**src/common/cmg_pkg.sv**
```systemverilog
// Constants, types and decoding shared by the mode and fuse row guard
package cmg_pkg;
  // ****************************************************************
  // Protected row layout
  // ****************************************************************
  localparam int ROW_BYTES = 128;
  localparam int ROW_AW = 7;
  localparam logic [6:0] WP_BASE = 7'h20;
  localparam logic [6:0] WO_BASE = 7'h30;
  localparam logic [6:0] CFG_BASE = 7'h50;
  localparam logic [6:0] CFG_ADDR = 7'h50;
  localparam int CFG_DELIVERED = 0;
  localparam int CFG_DIS_OPT = 1;
  localparam int CFG_WP_LOCK = 2;
  localparam int CFG_CARD_OFF = 3;
  // ****************************************************************
  // Register map and fields
  // ****************************************************************
  localparam int AXI_AW = 8;
  localparam logic [7:0] OFF_MODE_CMD = 8'h00;
  localparam logic [7:0] OFF_PROC_STATUS_HIGH = 8'h04;
  localparam logic [7:0] OFF_ROW_ADDR = 8'h08;
  localparam logic [7:0] OFF_ROW_DATA = 8'h0c;
  localparam logic [7:0] OFF_ROW_LOCK = 8'h10;
  localparam int MODE_W = 3;
  localparam int ST_MODE = 0;
  localparam int ST_SSF = 3;
  localparam int ST_SMF = 4;
  localparam int ST_REFUSED = 5;
  localparam int ST_DELIVERED = 6;
  localparam int ST_WP_LOCK = 7;
  localparam int ST_CARD_OFF = 8;
  localparam int ST_TEST_AVAIL = 9;
  localparam int LK_WP = 0;
  localparam int LK_CARD_OFF = 1;
  localparam logic [2:0] CMD_ENTER_CLE = 3'h1;
  localparam logic [2:0] CMD_LEAVE_CLE = 3'h2;
  localparam logic [2:0] CMD_ENTER_USER = 3'h3;
  localparam logic [2:0] CMD_END_TEST = 3'h4;
  localparam logic [2:0] CMD_ENTER_BOOT = 3'h5;
  localparam logic [2:0] CMD_ENTER_TEST = 3'h6;
  localparam logic [1:0] RESP_OKAY = 2'h0;
  localparam logic [1:0] RESP_SLVERR = 2'h2;
  localparam int BOOT_CYCLES = 4;
  // ****************************************************************
  // Types and decoding
  // ****************************************************************
  typedef enum logic [MODE_W-1:0] {
    MODE_BOOT, MODE_TEST, MODE_SYS, MODE_USER, MODE_CLE, MODE_HALT
  } cmg_mode_e;
  typedef enum logic [1:0] {RG_RO, RG_WP, RG_WO, RG_CFG} cmg_region_e;

  function automatic cmg_region_e cmg_region(input logic [6:0] a);
    if (a < WP_BASE)
      return RG_RO;
    else if (a < WO_BASE)
      return RG_WP;
    else if (a < CFG_BASE)
      return RG_WO;
    else
      return RG_CFG;
  endfunction
endpackage

```
**src/common/cmg_row_if.sv**
```systemverilog
// Row write check carrier between the guard top and its row checker
`timescale 1ns/1ps
`default_nettype none
interface cmg_row_if;
  logic [6:0] addr;
  logic [7:0] old_byte;
  logic [7:0] wr_byte;
  logic factory;
  logic fw;
  logic wp_lock;
  logic allow;
  logic [7:0] new_byte;
  modport top (output addr, old_byte, wr_byte, factory, fw, wp_lock,
               input allow, new_byte);
  modport guard (input addr, old_byte, wr_byte, factory, fw, wp_lock,
                 output allow, new_byte);
endinterface
`default_nettype wire

```
**src/hw/cmg_row_guard.sv**
```systemverilog
// Write permission and merge for one byte of the protected rows
`timescale 1ns/1ps
`default_nettype none
module cmg_row_guard
  import cmg_pkg::*;
(
  cmg_row_if.guard rif
);
  // ****************************************************************
  // Permission per region
  // ****************************************************************
  always_comb
  begin
    rif.allow = 1'b0;
    rif.new_byte = rif.old_byte;
    if (rif.factory)
    begin
      // Factory test software sets up every row, fuses included
      rif.allow = 1'b1;
      rif.new_byte = rif.wr_byte;
    end
    else if (rif.fw)
    begin
      case (cmg_region(rif.addr))
        RG_WP:
        begin
          if (!rif.wp_lock)
          begin
            rif.allow = 1'b1;
            rif.new_byte = rif.wr_byte;
          end
        end
        RG_WO:
        begin
          // Only ones can be added, so a set bit never returns to zero
          rif.allow = 1'b1;
          rif.new_byte = rif.old_byte | rif.wr_byte;
        end
        default:
        begin
          // Read-only area and fuse configuration stay untouched
          rif.allow = 1'b0;
        end
      endcase
    end
  end
endmodule
`default_nettype wire

```
**src/hw/cmg_top.sv**
```systemverilog
// CPU mode guard and protected fuse rows behind an AXI4-Lite slave
//
// Functional notes
// - Reset always starts in hidden boot mode
// - Boot leaves to test mode when available
// - Otherwise boot leaves to system mode (a disabled card halts instead)
// - No way back into boot from other modes
// - Delivered parts never enter test mode
// - Boot mode only during start-up after reset
// - Later, only test and contactless emulation are super-system
// - Super-system flag set in boot, test, emulation
// - Top 128 row bytes excluded from firmware space
// - 32-byte area readable, never writable by firmware
// - 16-byte area writable until firmware locks it
// - 32-byte write-once area, bits only set
// - Disabled card refuses every later firmware start
// - Firmware cannot change security configuration fuses
// - Factory key area gets no hardware protection
// - System flag marks system mode; both clear user
//
// Chosen here: the register addresses and the AXI4-Lite slave port.
`timescale 1ns/1ps
`default_nettype none
module cmg_top
  import cmg_pkg::*;
#(
  parameter int NVM_BYTES = 65536,
  parameter int NVM_AW = 16,
  parameter int BOOT_WAIT = BOOT_CYCLES,
  parameter bit CLE_EN = 1'b1
)
(
  input wire logic sys_clk,
  input wire logic rst,
  input wire logic por,
  input wire logic test_avail_pin,
  input wire logic [AXI_AW-1:0] s_axi_awaddr,
  input wire logic s_axi_awvalid,
  output logic s_axi_awready,
  input wire logic [31:0] s_axi_wdata,
  input wire logic [3:0] s_axi_wstrb,
  input wire logic s_axi_wvalid,
  output logic s_axi_wready,
  output logic [1:0] s_axi_bresp,
  output logic s_axi_bvalid,
  input wire logic s_axi_bready,
  input wire logic [AXI_AW-1:0] s_axi_araddr,
  input wire logic s_axi_arvalid,
  output logic s_axi_arready,
  output logic [31:0] s_axi_rdata,
  output logic [1:0] s_axi_rresp,
  output logic s_axi_rvalid,
  input wire logic s_axi_rready,
  input wire logic [NVM_AW-1:0] nvm_addr,
  output logic nvm_grant,
  output logic [MODE_W-1:0] cpu_mode,
  output logic super_system_flag,
  output logic system_mode_flag,
  output logic fw_run,
  output logic test_sw_run
);
  localparam int BCW = $clog2(BOOT_WAIT + 1);
  localparam logic [BCW-1:0] BOOT_LAST = BCW'(BOOT_WAIT - 1);
  localparam logic [NVM_AW-1:0] FW_LIMIT = NVM_AW'(NVM_BYTES - ROW_BYTES);

  function automatic logic is_mapped(input logic [AXI_AW-1:0] a);
    return (a == OFF_MODE_CMD) || (a == OFF_PROC_STATUS_HIGH) ||
           (a == OFF_ROW_ADDR) || (a == OFF_ROW_DATA) ||
           (a == OFF_ROW_LOCK);
  endfunction

  // ****************************************************************
  // Pin synchroniser
  // ****************************************************************
  logic tst_meta_ff;
  logic tst_sync_ff;

  always_ff @(posedge sys_clk)
  begin
    if (rst)
    begin
      tst_meta_ff <= 1'b0;
      tst_sync_ff <= 1'b0;
    end
    else
    begin
      tst_meta_ff <= test_avail_pin;
      tst_sync_ff <= tst_meta_ff;
    end
  end

  // ****************************************************************
  // Protected rows
  // ****************************************************************
  // Non-volatile: rst leaves the rows alone, only por blanks them
  logic [7:0] row_mem [ROW_BYTES];
  logic [7:0] cfg_byte;
  logic delivered;
  logic wp_lock;
  logic card_off;
  logic [ROW_AW-1:0] row_addr_ff;

  assign cfg_byte = row_mem[CFG_ADDR];
  assign delivered = cfg_byte[CFG_DELIVERED];
  assign wp_lock = cfg_byte[CFG_WP_LOCK];
  assign card_off = cfg_byte[CFG_DIS_OPT] && cfg_byte[CFG_CARD_OFF];

  // Rows lie above the firmware window; the factory key area lies
  // below it and is granted like any other firmware byte
  assign nvm_grant = (nvm_addr < FW_LIMIT);

  // ****************************************************************
  // Write channel of the register slave
  // ****************************************************************
  logic aw_got_ff;
  logic w_got_ff;
  logic bvalid_ff;
  logic [1:0] bresp_ff;
  logic [AXI_AW-1:0] awaddr_ff;
  logic [31:0] wdata_ff;
  logic [3:0] wstrb_ff;
  logic wr_go;
  logic wr_lane;

  assign s_axi_awready = !aw_got_ff && !bvalid_ff;
  assign s_axi_wready = !w_got_ff && !bvalid_ff;
  assign s_axi_bvalid = bvalid_ff;
  assign s_axi_bresp = bresp_ff;
  assign wr_go = aw_got_ff && w_got_ff && !bvalid_ff;
  // All writable fields sit in byte lane 0; other lanes carry nothing
  assign wr_lane = wr_go && wstrb_ff[0];

  always_ff @(posedge sys_clk)
  begin
    if (rst)
    begin
      aw_got_ff <= 1'b0;
      awaddr_ff <= '0;
    end
    else if (s_axi_awvalid && s_axi_awready)
    begin
      aw_got_ff <= 1'b1;
      awaddr_ff <= s_axi_awaddr;
    end
    else if (wr_go)
      aw_got_ff <= 1'b0;
  end

  always_ff @(posedge sys_clk)
  begin
    if (rst)
    begin
      w_got_ff <= 1'b0;
      wdata_ff <= '0;
      wstrb_ff <= '0;
    end
    else if (s_axi_wvalid && s_axi_wready)
    begin
      w_got_ff <= 1'b1;
      wdata_ff <= s_axi_wdata;
      wstrb_ff <= s_axi_wstrb;
    end
    else if (wr_go)
      w_got_ff <= 1'b0;
  end

  always_ff @(posedge sys_clk)
  begin
    if (rst)
    begin
      bvalid_ff <= 1'b0;
      bresp_ff <= RESP_OKAY;
    end
    else if (wr_go)
    begin
      bvalid_ff <= 1'b1;
      bresp_ff <= is_mapped(awaddr_ff) ? RESP_OKAY : RESP_SLVERR;
    end
    else if (s_axi_bready)
      bvalid_ff <= 1'b0;
  end

  logic cmd_wr;
  logic status_wr;
  logic addr_wr;
  logic data_wr;
  logic lock_wr;

  assign cmd_wr = wr_lane && (awaddr_ff == OFF_MODE_CMD);
  assign status_wr = wr_lane && (awaddr_ff == OFF_PROC_STATUS_HIGH);
  assign addr_wr = wr_lane && (awaddr_ff == OFF_ROW_ADDR);
  assign data_wr = wr_lane && (awaddr_ff == OFF_ROW_DATA);
  assign lock_wr = wr_lane && (awaddr_ff == OFF_ROW_LOCK);

  // ****************************************************************
  // Mode state machine
  // ****************************************************************
  cmg_mode_e mode_ff;
  cmg_mode_e nxt_mode;
  logic [BCW-1:0] boot_cnt_ff;
  logic boot_done;
  logic cmd_refused;

  assign boot_done = (boot_cnt_ff == BOOT_LAST);

  always_ff @(posedge sys_clk)
  begin
    if (rst)
      boot_cnt_ff <= '0;
    else if (mode_ff == MODE_BOOT && !boot_done)
      boot_cnt_ff <= boot_cnt_ff + BCW'(1);
  end

  always_comb
  begin
    nxt_mode = mode_ff;
    cmd_refused = 1'b0;
    case (mode_ff)
      MODE_BOOT:
      begin
        // Waits for the synchronised pin before deciding
        if (boot_done)
        begin
          if (tst_sync_ff && !delivered)
            nxt_mode = MODE_TEST;
          else if (card_off)
            nxt_mode = MODE_HALT;
          else
            nxt_mode = MODE_SYS;
        end
        cmd_refused = cmd_wr;
      end
      MODE_HALT:
        cmd_refused = cmd_wr;
      default:
      begin
        if (cmd_wr)
        begin
          case (wdata_ff[2:0])
            CMD_ENTER_CLE:
            begin
              if (CLE_EN && (mode_ff == MODE_SYS || mode_ff == MODE_USER))
                nxt_mode = MODE_CLE;
              else
                cmd_refused = 1'b1;
            end
            CMD_LEAVE_CLE:
            begin
              if (mode_ff == MODE_CLE)
                nxt_mode = MODE_SYS;
              else
                cmd_refused = 1'b1;
            end
            CMD_ENTER_USER:
            begin
              if (mode_ff == MODE_SYS)
                nxt_mode = MODE_USER;
              else
                cmd_refused = 1'b1;
            end
            CMD_END_TEST:
            begin
              if (mode_ff == MODE_TEST)
                nxt_mode = card_off ? MODE_HALT : MODE_SYS;
              else
                cmd_refused = 1'b1;
            end
            default:
            begin
              // Boot and test are reached only from reset, never by
              // software, so both requests land here
              cmd_refused = 1'b1;
            end
          endcase
        end
      end
    endcase
  end

  always_ff @(posedge sys_clk)
  begin
    if (rst)
      mode_ff <= MODE_BOOT;
    else
      mode_ff <= nxt_mode;
  end

  logic ssf_ff;
  logic smf_ff;
  logic fw_run_ff;
  logic test_run_ff;

  always_ff @(posedge sys_clk)
  begin
    if (rst)
    begin
      ssf_ff <= 1'b1;
      smf_ff <= 1'b0;
      fw_run_ff <= 1'b0;
      test_run_ff <= 1'b0;
    end
    else
    begin
      ssf_ff <= (nxt_mode == MODE_BOOT) || (nxt_mode == MODE_TEST) ||
                (nxt_mode == MODE_CLE);
      smf_ff <= (nxt_mode == MODE_SYS);
      fw_run_ff <= (nxt_mode == MODE_SYS) || (nxt_mode == MODE_USER) ||
                   (nxt_mode == MODE_CLE);
      test_run_ff <= (nxt_mode == MODE_TEST);
    end
  end

  assign cpu_mode = mode_ff;
  assign super_system_flag = ssf_ff;
  assign system_mode_flag = smf_ff;
  assign fw_run = fw_run_ff;
  assign test_sw_run = test_run_ff;

  // ****************************************************************
  // Row access and locks
  // ****************************************************************
  cmg_row_if row_if ();

  assign row_if.addr = row_addr_ff;
  assign row_if.old_byte = row_mem[row_addr_ff];
  assign row_if.wr_byte = wdata_ff[7:0];
  assign row_if.factory = (mode_ff == MODE_TEST);
  assign row_if.fw = fw_run_ff;
  assign row_if.wp_lock = wp_lock;

  cmg_row_guard u_row_guard (
    .rif (row_if)
  );

  logic lock_ok;
  logic row_refused;
  logic lock_refused;
  logic [7:0] lock_byte;

  // Card disable only counts where the option fuse is set
  assign lock_ok = fw_run_ff &&
                   (!wdata_ff[LK_CARD_OFF] || cfg_byte[CFG_DIS_OPT]);
  assign row_refused = data_wr && !row_if.allow;
  assign lock_refused = lock_wr && !lock_ok;

  always_comb
  begin
    lock_byte = cfg_byte;
    lock_byte[CFG_WP_LOCK] = cfg_byte[CFG_WP_LOCK] | wdata_ff[LK_WP];
    lock_byte[CFG_CARD_OFF] = cfg_byte[CFG_CARD_OFF] |
                              wdata_ff[LK_CARD_OFF];
  end

  always_ff @(posedge sys_clk)
  begin
    if (rst)
      row_addr_ff <= '0;
    else if (addr_wr)
      row_addr_ff <= wdata_ff[ROW_AW-1:0];
  end

  always_ff @(posedge sys_clk)
  begin
    if (por)
    begin
      for (int i = 0; i < ROW_BYTES; i++)
        row_mem[i] <= '0;
    end
    else if (data_wr && row_if.allow)
      row_mem[row_addr_ff] <= row_if.new_byte;
    else if (lock_wr && lock_ok)
      row_mem[CFG_ADDR] <= lock_byte;
  end

  // Set wins over the software clear in the same cycle
  logic refused_ff;

  always_ff @(posedge sys_clk)
  begin
    if (rst)
      refused_ff <= 1'b0;
    else if (cmd_refused || row_refused || lock_refused)
      refused_ff <= 1'b1;
    else if (status_wr && wdata_ff[ST_REFUSED])
      refused_ff <= 1'b0;
  end

  // ****************************************************************
  // Read channel of the register slave
  // ****************************************************************
  logic rvalid_ff;
  logic [31:0] rdata_ff;
  logic [1:0] rresp_ff;
  logic [31:0] rd_word;

  assign s_axi_arready = !rvalid_ff;
  assign s_axi_rvalid = rvalid_ff;
  assign s_axi_rdata = rdata_ff;
  assign s_axi_rresp = rresp_ff;

  always_comb
  begin
    rd_word = '0;
    case (s_axi_araddr)
      OFF_PROC_STATUS_HIGH:
      begin
        rd_word[ST_MODE +: MODE_W] = mode_ff;
        rd_word[ST_SSF] = ssf_ff;
        rd_word[ST_SMF] = smf_ff;
        rd_word[ST_REFUSED] = refused_ff;
        rd_word[ST_DELIVERED] = delivered;
        rd_word[ST_WP_LOCK] = wp_lock;
        rd_word[ST_CARD_OFF] = card_off;
        rd_word[ST_TEST_AVAIL] = tst_sync_ff;
      end
      OFF_ROW_ADDR:
        rd_word[ROW_AW-1:0] = row_addr_ff;
      OFF_ROW_DATA:
        rd_word[7:0] = row_mem[row_addr_ff];
      OFF_ROW_LOCK:
      begin
        rd_word[LK_WP] = wp_lock;
        rd_word[LK_CARD_OFF] = cfg_byte[CFG_CARD_OFF];
      end
      default:
        rd_word = '0;
    endcase
  end

  always_ff @(posedge sys_clk)
  begin
    if (rst)
    begin
      rvalid_ff <= 1'b0;
      rdata_ff <= '0;
      rresp_ff <= RESP_OKAY;
    end
    else if (s_axi_arvalid && !rvalid_ff)
    begin
      rvalid_ff <= 1'b1;
      rdata_ff <= rd_word;
      rresp_ff <= is_mapped(s_axi_araddr) ? RESP_OKAY : RESP_SLVERR;
    end
    else if (s_axi_rready)
      rvalid_ff <= 1'b0;
  end
endmodule
`default_nettype wire

```
**config.mk**
```make
export PLATFORM = sky130hd
export DESIGN_NAME = cmg_top
export DESIGN_NICKNAME = d
export VERILOG_FILES = /design/src/common/cmg_pkg.sv /design/src/common/cmg_row_if.sv /design/src/hw/cmg_row_guard.sv /design/src/hw/cmg_top.sv
export SDC_FILE = /design/constraint.sdc
export NUM_CORES = 2
export LEC_CHECK = 0
export BUFFER_PORTS_ARGS = -buffer_cell sky130_fd_sc_hd__buf_2
export CAP_MARGIN = 20
export CORE_MARGIN = 2
export CORE_UTILIZATION = 45
export CTS_CLUSTER_SIZE = 24
export DETAILED_ROUTE_END_ITERATION = 10
export PLACE_DENSITY = 0.69
export SETUP_SLACK_MARGIN = 0.3
export SYNTH_ARGS = -nofsm -noshare
export SYNTH_HDL_FRONTEND = slang
export SYNTH_HIERARCHICAL = 1
export SYNTH_SLANG_ARGS = --single-unit
```
**constraint.sdc**
```tcl
create_clock -name sys_clk -period 4.5 [get_ports sys_clk]
set_clock_uncertainty 0.1 [all_clocks]
set_input_delay 0.225 -clock sys_clk [delete_from_list [all_inputs] [get_ports sys_clk]]
set_output_delay 0.225 -clock sys_clk [all_outputs]
set_load 0.1 [all_outputs]
```
* After elaboration in Yosys (flattened, before gate mapping) *
Memory sizes are Yosys's and may differ from the RTL's. A register that Yosys moved wholly into a read port is not among the register bits.
Index checks and enable logic that the tools add are counted.

storage, ports and cells
  bits in registers = 55
  RAM bits = 1024
  input bits = 77
  output and inout port bits = 49
  logic and storage cells = 172
  memories = 1

memories
  name     depth  width  read ports  clocked after Yosys merged registers in  wr ports  RTL line       RTL
  row_mem  128    8      2           1                                        128       cmg_top.sv:96  logic [7:0] row_mem [ROW_BYTES];

operators by class
  add/subtract/negate cells = 1
  order comparisons = 4
  equality and inequality tests = 24
  muxes and demuxes = 60
  bitwise gates (word level) = 4
  reductions and logical operators = 58

operators with widths
  kind                    number
  $mux W8                 5
  $eq A8 B4 Y1 const B    4
  $mux W1                 29
  $mux W3                 8
  $logic_and A1 B1 Y1     22
  $eq A3 B2 Y1 const B    7
  $mux W7                 3
  $eq A8 B3 Y1 const B    2
  $eq A8 B5 Y1 const B    2
  $logic_not A8 Y1        2
  $logic_or A1 B1 Y1      16
  $lt A16 B16 Y1 const B  1
  $pmux W8 S2             1
  $pmux W5 S3             1
  $lt A7 B6 Y1 const B    2
  $mux W2                 7
  $eq A3 B3 Y1 const B    4
  $pmux W3 S4             1
  $reduce_bool A2 Y1      5
  $eq A3 B1 Y1 const B    3
  $logic_not A1 Y1        9
  $or A8 B8 Y8            1
  $pmux W2 S4             1
  $reduce_or A8 Y1        1
  10 further kinds        14

* Logic depth before layout (Yosys ltp) *
  word-level depth = 16
  depth in mapped cells = 17
  gate-level depth less buffers = 11

* Modules after synthesis *
The synthesis kept the hierarchy.

modules (own cells, without submodules)
  module         times used  cells each  area an instance (um^2)  seq. area each (um^2)
  cmg_top        1           3626        50413.4                  31950.6
  cmg_row_guard  1           21          200.2                    0.0

* Worst setup path after synthesis *
OpenSTA, ideal clock, no wires.

  path type = register -> register
  start point = reg mode_ff[0] (netlist: cpu_mode[0])
  end point = mem row_mem[0][0], enable pin
  setup time = 0.384 ns
  arrival time = 3.777 ns
  required time = 4.016 ns
  slack = 0.239 ns
  cell stages (with the launch flop) = 11
  path buffers = 2
  clock period less this slack = 4.261 ns
  cell sequence = dfxtp_1 > nor3b_1 > nor2_2 > a2bb2oi_4 > and2_1 > nor4b_4 > and2_4 > nand2_2 > buf_6 > clkbuf_1 > o21ai_0

RTL lines
  what                    RTL line        RTL
  from (decl)             cmg_top.sv:198  cmg_mode_e mode_ff;
  from (signal assigned)  cmg_top.sv:285  mode_ff <= nxt_mode;
  to (decl)               cmg_top.sv:96

==> reports/metrics.cfg <==
[clock_network]
htree_levels = 3
cts.clk_slew.worst_paths_ps = 60
clkSinkCount = 1084
cts_tree = built
clk_latency_ps = 700
cts_made_buffers = 107
clockBufferDepth = 3
cts-root-buf = clkbuf_16

[yosys]
syn_area_per_cell_sq_um = 13.9
yosysTopAreaCell = edfxtp_1
synth_cell_types = 71
synth_edf_count = 1024
yosysWarningCount = 6
synth_ff_type = edfxtp_1
synth-seq-cells = 1084
syn_inst = 3647
synth_top_area_share_pct = 60.8
yosys-top-cells-area = edfxtp_1 61%, and2_1 13%, mux4_2 9.1%
synth_area_sq_um = 50600
ys_seq_area_share_pct = 63.1
ys_async_sr_fraction_pct = 0

[finish]
seq_area_sq_um = 32000
drive_gt1_share_pct = 19.0
finalInstanceArea_sq_um = 58000
syn_to_final_growth_pct = 14.7
fillerInstances = 9094
nNetsFinal = 3954
multiInputGateArea_sq_um = 17400

[die]
start_util_pct = 45.2
die_w_um = 339
core-area_sq_um = 112000
dieArea_sq_um = 115000
io_pins = 126
die_y_um = 339
std_cell_rows = 123

[detailed_routing]
routed_wl_mm = 136
post_drt_via_cell_ratio = 5.75
ant_nets = 0
dr_total_vias = 31393
drc_errors = 0
drt_iter0_drc = 3718
wl_per_cell_um = 24.9
first_pass_iters = 5

[pwr]
finalPower_uw = 21500
peakVddDrop_v = 0.000316
cellPowerDensity_nw_per_um2 = 371
leakagePower_uw = 0.0205

[hold_path]
hp-class = in2reg

[timing]
period_share_pct = 92.1
layout_min_cycle_time_ps = 4140
hold_violations = 0
relSlewSlack_pct = 35.9
rsz0062_at_grt = no
fmaxAchievable_mhz = 241
tightestPinTransition_ps = 960
tns_ps = 0
slew_violations = 0
setup_viol = 0

[grt]
grt.total_usage_pct = 23.3
grt_pass1_wl_mm = 201
grt_overflow = 0
grt_pass1_vias = 30608
antenna_found_initial = 1
grt_max_degree = 77

[critical_path]
critPathCapture = row_mem[26][3]
r2r_cells = 12
required_ps = 4950
cp.arrival_ps = 4590
crit_type = reg2reg
worst-path-max-fanout = 56
start_kind = flop
setup.worst_path.end_class = flop
rr_endpoint = row_mem[26][3]
ff2ff_setup_slack_ps = 360

[placed_design]
gp_congestion = 0.899
dpl.hpwl_mm = 88.8
port_buffers = 67
place_area_sq_um = 54000

[run]
drv_cap = 0

[run_status]
status = finished, final reports clean

[per-layer routing]
layer  up-vias  part of all wire (%)  global-route usage (%)  routed length [um]
li1      13800                     -                       -                   -
met1     15876                    40                    32.5               54700
met2      1489                    47                    37.0               64300
met3       228                   9.0                    4.16               12300
met4         0                   3.5                    8.09                4700
met5         -                     0                       0                   0
[cells in the mapped netlist, types with 6 or more instances]
cell,instances
o22ai_1,73
a211oi_1,9
nor2_1,184
a22o_1,9
nand3b_1,6
mux4_2,204
mux2i_1,132
nand3_1,32
edfxtp_1,1024
o21ai_0,156
nor3_1,29
inv_1,13
or2_2,6
mux2_2,13
nor2_2,9
and3_1,13
a22oi_1,26
nor2b_1,24
nand2b_1,18
buf_4,40
nand4_1,17
clkbuf_1,207
buf_2,33
a221o_1,7
a221oi_1,8
a32oi_1,6
buf_1,12
a21oi_1,48
dfxtp_1,60
nand2_1,117
and2_1,1025
[cells in the final DEF, fill, tap and decap left out, types with 7 or more instances in the layout]
cell	n
clkinv_2	23
nor2_2	9
dfxtp_1	54
nand2_1	117
nor3_1	28
nand3_1	32
nor2b_1	24
bufinv_16	8
buf_2	68
clkinv_1	17
buf_4	230
o21ai_0	156
and2_1	1025
mux2_2	13
nand4_1	17
mux4_2	204
dlygate4sd3_1	62
clkbuf_16	109
inv_1	13
o22ai_1	73
a221o_1	7
buf_12	30
mux2i_1	132
edfxtp_1	1024
a221oi_1	8
a22o_4	8
nor2_1	184
a22oi_1	26
a21oi_1	48
nand2b_1	18
a211oi_1	9
clkbuf_1	25
conb_1	24
and3_1	13
[logic make-up (layout without fill, tap and decap cells)]
logic type | count (synthesis) | count (layout) | share of synthesized area [%]
compound gates | 375 | 375 | 4.60
other cells | 1 | 25 | 0.00741
mux | 349 | 349 | 12.0
fa+ha+maj | 4 | 4 | 0.0989
xor+xnor | 1 | 1 | 0.0173
simple gates | 1522 | 1522 | 17.4
flops | 1084 | 1084 | 63.1
buf+inv | 311 | 602 | 2.76
[registers in the layout, summed over array words and instances, names as in the netlist, 3 cells and up, named ones only]
name and flops:
wdata_ff 8, row_addr_ff 7, boot_cnt_ff 3, s_axi_rdata 10, cpu_mode 3, row_mem 1024, awaddr_ff 8
[layout make-up]
cell class	instances	area share (%)
flip-flops and latches	1084	55.1
multi-input cells	2275	30.0
repair buffers	391	5.71
clock buffers	137	4.92
well taps	1500	3.23
clock inverters	60	0.914
inverters	14	0.0927
diodes	1	0.00431
[power by group]
group          internal, uW  total (uW)  switching, uW
Clock                  4940        8770           3830
Combinational           401        1240            843
Sequential            11300       11500            153
[worst min path at each step]
| stage | start | endpoint | slack (ps) | cells after the start |
|---|---|---|---|---|
| floorplan | test_avail_pin | tst_meta_ff | 250 | 1 |
| CTS | s_axi_araddr[4] | s_axi_rdata[8] | 10 | 5 |
| detailed placement | awaddr_ff[6] | awaddr_ff[6] | 350 | 2 |
| finish | s_axi_araddr[4] | s_axi_rdata[0] | 50 | 5 |
| global placement | tst_meta_ff | tst_sync_ff | 320 | 1 |
| global route | s_axi_araddr[4] | s_axi_rdata[0] | 100 | 5 |
[through the flow]
stage	hold slack (ps)	setup WS [ps]	utilization, %	instances
after floorplan	253	320	-	3670
after global placement	325	402	48.2	5195
after detailed placement	350	348	48.2	5195
after CTS	14.7	321	51.7	5454
after global routing	95.5	302	51.8	5461
final	47.2	356	51.8	5462
[worst max-delay path: stages, from the launching register on]
cell and delay, ps:
dfxtp_4 760, buf_12 310, buf_4 260, mux2i_1 100
o22ai_1 200, nor3_1 130, o41ai_1 420, nand4_1 380
a21oi_1 280, buf_4 190, a22o_4 290, buf_12 270
and2_1 190
[repair_timing]
action	CTS	global route
hold buffers	62	0
hold endpoints to repair	27	0
setup endpoints to repair	0	132
resized for setup	0	3
buffers inserted	0	6
No activity file was read; power rests on OpenSTA's default activity.
